[src/design/gch_pkg.sv]
package gch_pkg;
  // command codes
  localparam logic [7:0] CMD_AVAIL = 8'h10;
  localparam logic [7:0] CMD_GET_DIR = 8'h11;
  localparam logic [7:0] CMD_GET_POL = 8'h12;
  localparam logic [7:0] CMD_GET_STATE = 8'h13;
  localparam logic [7:0] CMD_SET_DIR = 8'h19;
  localparam logic [7:0] CMD_SET_POL = 8'h1a;
  localparam logic [7:0] CMD_SET_STATE = 8'h1b;
  // frame shape
  localparam int PARAM_BYTES = 8;
  localparam int RESP_BYTES = 4;
  localparam int PIN_COUNT = 32;
  // reset values
  localparam logic [31:0] DIR_RST = 32'h0000_0000;
  localparam logic [31:0] POL_RST = 32'h0000_0000;
  localparam logic [31:0] STATE_RST = 32'h0000_0000;
  localparam logic [31:0] AVAIL_RST = 32'hffff_ffff;
  typedef enum logic [1:0] {
    ST_CMD = 2'b00,
    ST_PARAM = 2'b01,
    ST_RESP = 2'b11
  } gch_state_t;
endpackage : gch_pkg

[src/design/gch_top.sv]
`timescale 1ns/1ns
`default_nettype none
module gch_top #(
  parameter logic [31:0] AVAIL_MAP = gch_pkg::AVAIL_RST
) (
  // clock and reset
  input wire logic clk_i,
  input wire logic nrst_i,
  // host bytes in
  input wire logic [7:0] rx_data_i,
  input wire logic rx_valid_i,
  output logic rx_ready_o,
  // host bytes out
  output logic [7:0] tx_data_o,
  output logic tx_valid_o,
  input wire logic tx_ready_i,
  // pins
  input wire logic [31:0] pin_in_i,
  output logic [31:0] dir_o,
  output logic [31:0] pol_o,
  output logic [31:0] pin_level_o
);
  gch_pkg::gch_state_t st_q, st_d;
  logic [7:0] cmd_q, cmd_d;
  logic [3:0] cnt_q, cnt_d;
  logic [63:0] par_q, par_d;
  logic [31:0] dir_q, dir_d, pol_q, pol_d, set_q, set_d;
  logic [31:0] res_q, res_d;
  logic [7:0] tx_q, tx_d;
  logic txv_q, txv_d, rxr_q, rxr_d;
  logic [31:0] pin_s1_q, pin_s2_q;
  logic [31:0] state_now;

  // mask merge shared by all three set commands
  function automatic logic [31:0] merge(input logic [31:0] old,
                                        input logic [31:0] mask,
                                        input logic [31:0] val);
    merge = (old & ~mask) | (val & mask);
  endfunction : merge

  // pins are external: two flops before anything looks at them
  always_ff @(posedge clk_i or negedge nrst_i) begin
    if (!nrst_i) begin
      pin_s1_q <= 32'h0;
      pin_s2_q <= 32'h0;
    end else begin
      pin_s1_q <= pin_in_i;
      pin_s2_q <= pin_s1_q;
    end
  end

  // outputs report driven state, inputs their level undone by polarity
  assign state_now = (dir_q & set_q) | (~dir_q & (pin_s2_q ^ pol_q));

  always_comb begin
    logic [31:0] wmask;
    logic [31:0] wval;
    wmask = 32'h0;
    wval = 32'h0;
    st_d = st_q;
    cmd_d = cmd_q;
    cnt_d = cnt_q;
    par_d = par_q;
    dir_d = dir_q;
    pol_d = pol_q;
    set_d = set_q;
    res_d = res_q;
    tx_d = tx_q;
    txv_d = txv_q;
    rxr_d = rxr_q;
    case (st_q)
      gch_pkg::ST_CMD: begin
        rxr_d = 1'b1;
        if (rx_valid_i && rxr_q) begin
          cmd_d = rx_data_i;
          cnt_d = 4'h0;
          st_d = gch_pkg::ST_PARAM;
        end
      end
      gch_pkg::ST_PARAM: begin
        if (rx_valid_i && rxr_q) begin
          // low byte first: shift new bytes in from the top
          par_d = {rx_data_i, par_q[63:8]};
          cnt_d = cnt_q + 4'h1;
          if (cnt_q == 4'(gch_pkg::PARAM_BYTES - 1)) begin
            rxr_d = 1'b0;
            wmask = par_d[31:0];
            wval = par_d[63:32];
            case (cmd_q)
              gch_pkg::CMD_SET_DIR: begin
                dir_d = merge(dir_q, wmask, wval);
              end
              gch_pkg::CMD_SET_POL: begin
                pol_d = merge(pol_q, wmask, wval);
              end
              gch_pkg::CMD_SET_STATE: begin
                set_d = merge(set_q, wmask, wval);
              end
              default: ;
            endcase
            // result is taken one cycle later so it sees the updated maps
            st_d = gch_pkg::ST_RESP;
            cnt_d = 4'h0;
            tx_d = cmd_q;
            txv_d = 1'b1;
          end
        end
      end
      gch_pkg::ST_RESP: begin
        if (cnt_q == 4'h0 && !txv_q) begin
          cnt_d = 4'h0;
        end
        if (txv_q && tx_ready_i) begin
          cnt_d = cnt_q + 4'h1;
          if (cnt_q == 4'(gch_pkg::RESP_BYTES)) begin
            txv_d = 1'b0;
            st_d = gch_pkg::ST_CMD;
            rxr_d = 1'b1;
          end else begin
            tx_d = res_q[8*cnt_q[1:0] +: 8];
          end
        end
      end
      default: begin
        st_d = gch_pkg::ST_CMD;
        txv_d = 1'b0;
        rxr_d = 1'b0;
      end
    endcase
    // result map latched while the echo byte waits
    if (st_q == gch_pkg::ST_RESP && cnt_q == 4'h0) begin
      case (cmd_q)
        gch_pkg::CMD_AVAIL: res_d = AVAIL_MAP;
        gch_pkg::CMD_GET_DIR, gch_pkg::CMD_SET_DIR: res_d = dir_q;
        gch_pkg::CMD_GET_POL, gch_pkg::CMD_SET_POL: res_d = pol_q;
        gch_pkg::CMD_GET_STATE, gch_pkg::CMD_SET_STATE: begin
          res_d = state_now;
        end
        default: res_d = 32'h0;
      endcase
      if (txv_q && tx_ready_i) begin
        tx_d = res_d[7:0];
      end
    end
  end

  always_ff @(posedge clk_i or negedge nrst_i) begin
    if (!nrst_i) begin
      st_q <= gch_pkg::ST_CMD;
      cmd_q <= 8'h0;
      cnt_q <= 4'h0;
      par_q <= 64'h0;
      dir_q <= gch_pkg::DIR_RST;
      pol_q <= gch_pkg::POL_RST;
      set_q <= gch_pkg::STATE_RST;
      res_q <= 32'h0;
      tx_q <= 8'h0;
      txv_q <= 1'b0;
      rxr_q <= 1'b0;
    end else begin
      st_q <= st_d;
      cmd_q <= cmd_d;
      cnt_q <= cnt_d;
      par_q <= par_d;
      dir_q <= dir_d;
      pol_q <= pol_d;
      set_q <= set_d;
      res_q <= res_d;
      tx_q <= tx_d;
      txv_q <= txv_d;
      rxr_q <= rxr_d;
    end
  end

  // pin level: active state flipped for active-low pins
  logic [31:0] lvl_q;
  always_ff @(posedge clk_i or negedge nrst_i) begin
    if (!nrst_i) begin
      lvl_q <= 32'h0;
    end else begin
      lvl_q <= set_d ^ pol_d;
    end
  end

  assign rx_ready_o = rxr_q;
  assign tx_data_o = tx_q;
  assign tx_valid_o = txv_q;
  assign dir_o = dir_q;
  assign pol_o = pol_q;
  assign pin_level_o = lvl_q;
endmodule : gch_top
`default_nettype wire

[config.mk]
export PLATFORM = sky130hd
export DESIGN_NAME = gch_top
export DESIGN_NICKNAME = d
export VERILOG_FILES = /design/src/design/gch_pkg.sv /design/src/design/gch_top.sv
export SDC_FILE = /design/constraint.sdc
export NUM_CORES = 1
export LEC_CHECK = 0
export ABC_AREA = 1
export BUFFER_PORTS_ARGS = -buffer_cell sky130_fd_sc_hd__buf_2
export CAP_MARGIN = 20
export CORE_ASPECT_RATIO = 1.5
export CORE_MARGIN = 2
export CORE_UTILIZATION = 64
export DETAILED_ROUTE_END_ITERATION = 12
export PLACE_DENSITY = 0.88
export SYNTH_ARGS = -nofsm -noshare
export SYNTH_HDL_FRONTEND = slang
export SYNTH_SLANG_ARGS = --single-unit
[constraint.sdc]
create_clock -name clk_i -period 6.16 [get_ports clk_i]
set_input_delay 0.616 -clock clk_i [delete_from_list [all_inputs] [get_ports clk_i]]
set_output_delay 0.616 -clock clk_i [all_outputs]
set_load 0.01 [all_outputs]
# Word level (Yosys, flattened, before mapping)

Index checks and enable logic that the tools add are counted.

$add $sub $neg: 1
Eq/ne operators: 17
Shift operators: 1
Mux-type cells: 38
Bitwise operators: 15
Reductions and logical operators: 18

Operators with widths:

| kind                                           | number |
|---|---|
| 2-to-1 mux 32 bit                              | 8 |
| bitwise AND 32 bit                             | 6 |
| bitwise OR 32 bit                              | 4 |
| case mux 32 bit (4 select lines)               | 1 |
| inverter 32 bit                                | 2 |
| bitwise XOR 32 bit                             | 2 |
| == test 8 x 5 -> 1 bit (second input constant) | 7 |
| 2-to-1 mux 8 bit                               | 6 |
| variable part select 32 x 6 -> 8 bit           | 1 |
| 2-to-1 mux 4 bit                               | 5 |
| case mux 8 bit (2 select lines)                | 1 |
| case mux 4 bit (3 select lines)                | 1 |
| AND reduction 4 bit                            | 3 |
| 2-to-1 mux 2 bit                               | 5 |
| != test 2 bit (second input constant)          | 5 |
| AND reduction 5 bit                            | 2 |
| == test 4 x 3 -> 1 bit (second input constant) | 2 |
| 2-to-1 mux 1 bit                               | 8 |
| case mux 1 bit (3 select lines)                | 2 |
| case mux 2 bit (3 select lines)                | 1 |
| OR reduction 2 bit                             | 3 |
| adder 4 x 1 -> 4 bit (second input constant)   | 1 |
| logical AND 1 bit                              | 4 |
| logical NOT 4 bit                              | 1 |
| other kinds (8)                                | 9 |

Register bits: 312
Output and inout port bits: 106

# Logic depth before layout (Yosys ltp)

Depth in word-level cells: 8
Mapped depth: 13
Mapped depth without buffers: 12

# Least setup slack after synthesis

No wires, ideal clock.

Kind: reg2reg
Start: register cnt_q[0]
End: register res_q[10]
Library setup time: 66 ps
Data arrival time: 1,897 ps
Data required time: 6,094 ps
Path slack: 4,198 ps
Stages on the path, launching flop included: 12
Buffers on the path: 3
Cells stage by stage: dfrtp_1 buf_2 clkinv_1 clkbuf_1 ha_1 nand2_1 nor2_1 nand2_1 inv_1 buf_1 nand2_1 nand2_1

Longest elaborated chain between the ends: 2

Ends and longest elaborated chain:

| item                     | line           | source |
|---|---|---|
| start: declaration       | gch_top.sv:25  | `logic [3:0] cnt_q, cnt_d;` |
| start signal: assignment | gch_top.sv:163 | `cnt_q <= cnt_d;` |
| logical NOT 4 bit        | gch_top.sv:131 | `if (st_q == gch_pkg::ST_RESP && cnt_q == 4'h0) begin` |
| logical AND 1 bit        | gch_top.sv:131 |  |
| end signal: assignment   | gch_top.sv:168 | `res_q <= res_d;` |
| end: declaration         | gch_top.sv:28  | `logic [31:0] res_q, res_d;` |

Every way passes these cells.
A chain may end at the register's enable or synchronous reset.

==> results.json <==
{
  "status": "completed",
  "vias_per_cell": 5.62,
  "antenna_cells": 0,
  "arrival_ns": 4.66,
  "syn_area_sq_mm": 0.0142,
  "cts_root_buffer": "clkbuf_16",
  "synth_flop_cell": "dfrtp_1",
  "clock-sinks": 304,
  "postCtsSetupRepairBufs": 0,
  "worstSetupStartpointType": "flip-flop",
  "rows": 66,
  "synth_cells": 1882,
  "critPathSlowestCell": "nor2_4",
  "stdcell_area_sq_mm": 0.0162,
  "max-vdd-ir-drop_mv": 0.273,
  "via_count": 12900,
  "crit_cells": 8,
  "grt_pass1_wl_mm": 64.5,
  "swShare_pct": 35.4,
  "coreArea_sq_mm": 0.0218,
  "io_pins": 150,
  "die_area_sq_mm": 0.0235,
  "p_leak_nw": 8.44,
  "fp.dieH_um": 187,
  "antenna_found_initial": 0,
  "period_minus_slack_ns": 4.23,
  "fin_skew_ns": 0.0144,
  "sequentialPowerShare_pct": 45.8,
  "slew_violations": 0,
  "hp-class": "input port to async pin",
  "r2r_setup_slack_ns": 1.93,
  "cts_buffer_depth": 3,
  "synth_cell_types": 29,
  "htree_levels": 1,
  "required_ns": 6.59,
  "worst_skew_pair.late_latency_ns": 0.56,
  "avgSynthCellArea_sq_um": 7.56,
  "reg2reg_depth": 8,
  "finalWirelength_mm": 40.2,
  "postCtsResizedCells": 0,
  "maxCapViolCount": 0,
  "layout_common_cells": "nand2_1 (675), dfrtp_1 (304), inv_1 (219)",
  "ys_ff_latch": 304,
  "p_comb_share_pct": 21.3,
  "slowest_delay_ns": 0.90,
  "die_width_um": 126,
  "cp_num_buf_inv": 0,
  "syn_to_final_growth_pct": 13.7,
  "post-route-drc-count": 0,
  "nNetsFinal": 2057,
  "grt.total_usage_pct": 34.4,
  "synth_top_area_cell": "dfrtp_1",
  "internal-power_mw": 3.90,
  "synth_area_leaders": "dfrtp_1 (53%), nand2_1 (18%), inv_1 (5.8%), nor2_1 (5.8%), nand3_1 (4.4%)",
  "path_delay_family": "simple AND/OR/NAND/NOR gates",
  "p_per_area_mw_per_mm2": 373,
  "p_clk_share_pct": 32.9,
  "p_total_mw": 6.04,
  "drtIter0Drc": 1238,
  "setup_violations": 0,
  "hold_viol_final": 0,
  "endpoint_kind": "flip-flop",
  "wire_per_inst_um": 17.4,
  "final_common_cell": "nand2_1",
  "worst_pin_slew_ns": 1.18,
  "synthArstFlopShare_pct": 100,
  "cts_tree": "done",
  "port_buffers": 149,
  "grt_setup_unrepaired": "no",
  "cts_buffers": 30,
  "syn_nets": 1932,
  "grt_pass1_vias": 12900,
  "switchingPower_mw": 2.14,
  "nFillCells": 1645,
  "routabilityCongestion": 0.951,
  "fmax_ghz": 0.237,
  "path_cells": "ha_1, nand3_2, nor2_4, nand2_1, nor2_4, nand2_1, nor2_1, a21oi_1",
  "drive_gt1_share_pct": 13.3,
  "grt_max_degree": 207,
  "place_area_sq_mm": 0.0151,
  "hpwl_mm": 27.1,
  "r2r-start": "cnt_q[0]",
  "fin_tns_setup_ns": 0,
  "synth_seq_area_share_pct": 53.4,
  "overflow": 0,
  "finalCritPeriodShare_pct": 68.6,
  "cts_hold_buf": 0,
  "synth-edff-count": 0,
  "yosysWarnings": 0,
  "max_slew_margin_pct": 21.6,
  "crit_type": "flip-flop to flip-flop",
  "dr.pass1.iters": 6,
  "synth_top_area_share_pct": 53.4,
  "clkSlewWorstSetupHoldPaths_ns": 0.06,
  "drtAntennaViolNets": 0,
  "critPathMaxFanout": 36,
  "start_util_pct": 65.3
}
## how the worst max path moves through the flow
stage                        start  slack [ns]         to
after floorplan           cnt_q[0]        4.20  res_q[10]
after global placement    cmd_q[1]        2.41  flip-flop
after detailed placement  cnt_q[0]        2.13  flip-flop
after CTS                 cnt_q[0]        2.07  flip-flop
after global routing      cnt_q[0]        1.69  flip-flop
final                     cnt_q[0]        1.93  flip-flop
## per-layer routing
metal	global-route usage [%]	share of wire (%)	vias to the layer above
li1	-	-	6036
met1	41.6	35	5995
met2	57.5	48	729
met3	4.82	8.3	187
met4	22.3	7.8	0
met5	0	0	-
## Yosys cell counts, types with 2 or more instances
cell        n
clkbuf_1   22
o21ai_1     8
nor2_2      6
inv_2      36
a21oi_1    46
nand3_1   124
clkinv_1    2
inv_1     219
nor2_1    219
o21ai_0    96
ha_1        6
nand4_1    35
nor3_1      9
or2_2      14
o22ai_1     2
nand2_1   676
nand2_2     2
dfrtp_1   304
o211ai_1    9
buf_2      23
buf_1       6
buf_4      11
## stage by stage
stage | hold slack (ns) | cells | util [%] | setup WS, ns
final | 0.0846 | 2303 | 74.2 | 1.93
after global routing | 0.147 | 2303 | 74.2 | 1.69
after CTS | 0.124 | 2303 | 74.2 | 2.07
after detailed placement | 0.335 | 2247 | 69.3 | 2.13
after global placement | 0.332 | 2247 | 69.3 | 2.41
after floorplan | 0.320 | 1882 | - | 4.20
## logic make-up (layout without fill, tap and decap cells)
kind of cell	Yosys count	in the layout	share of synthesized area, %
AND/OR/NAND/NOR	1088	1088	31.1
AO/OA/AOI/OAI	163	163	5.94
XOR/XNOR	1	1	0.0615
flip-flops	304	304	53.4
adder cells (fa/ha/maj)	6	6	0.527
buffers and inverters	320	469	8.98
## power groups by stage
| stage | logic, mW | clock network (mW) | registers, mW |
|---|---|---|---|
| finish | 1.29 | 1.99 | 2.77 |
| global route | 1.46 | 2.07 | 2.79 |
| CTS | 1.28 | 1.99 | 2.74 |
| detailed placement | 1.26 | 0 | 2.77 |
| global placement | 1.22 | 0 | 2.77 |
| floorplan | 0.897 | 0 | 2.62 |
## layout make-up
cell class                 count  area, sq um  area share, %
sequential                   304         7610           47.0
multi-input combinational   1258         5370           33.2
inverter                     257          965           5.96
clock buffer                  40          850           5.25
timing repair buffer         156          821           5.07
tap                          272          340           2.10
clock inverter                16          233           1.44
(Power assumes the default switching activity.)
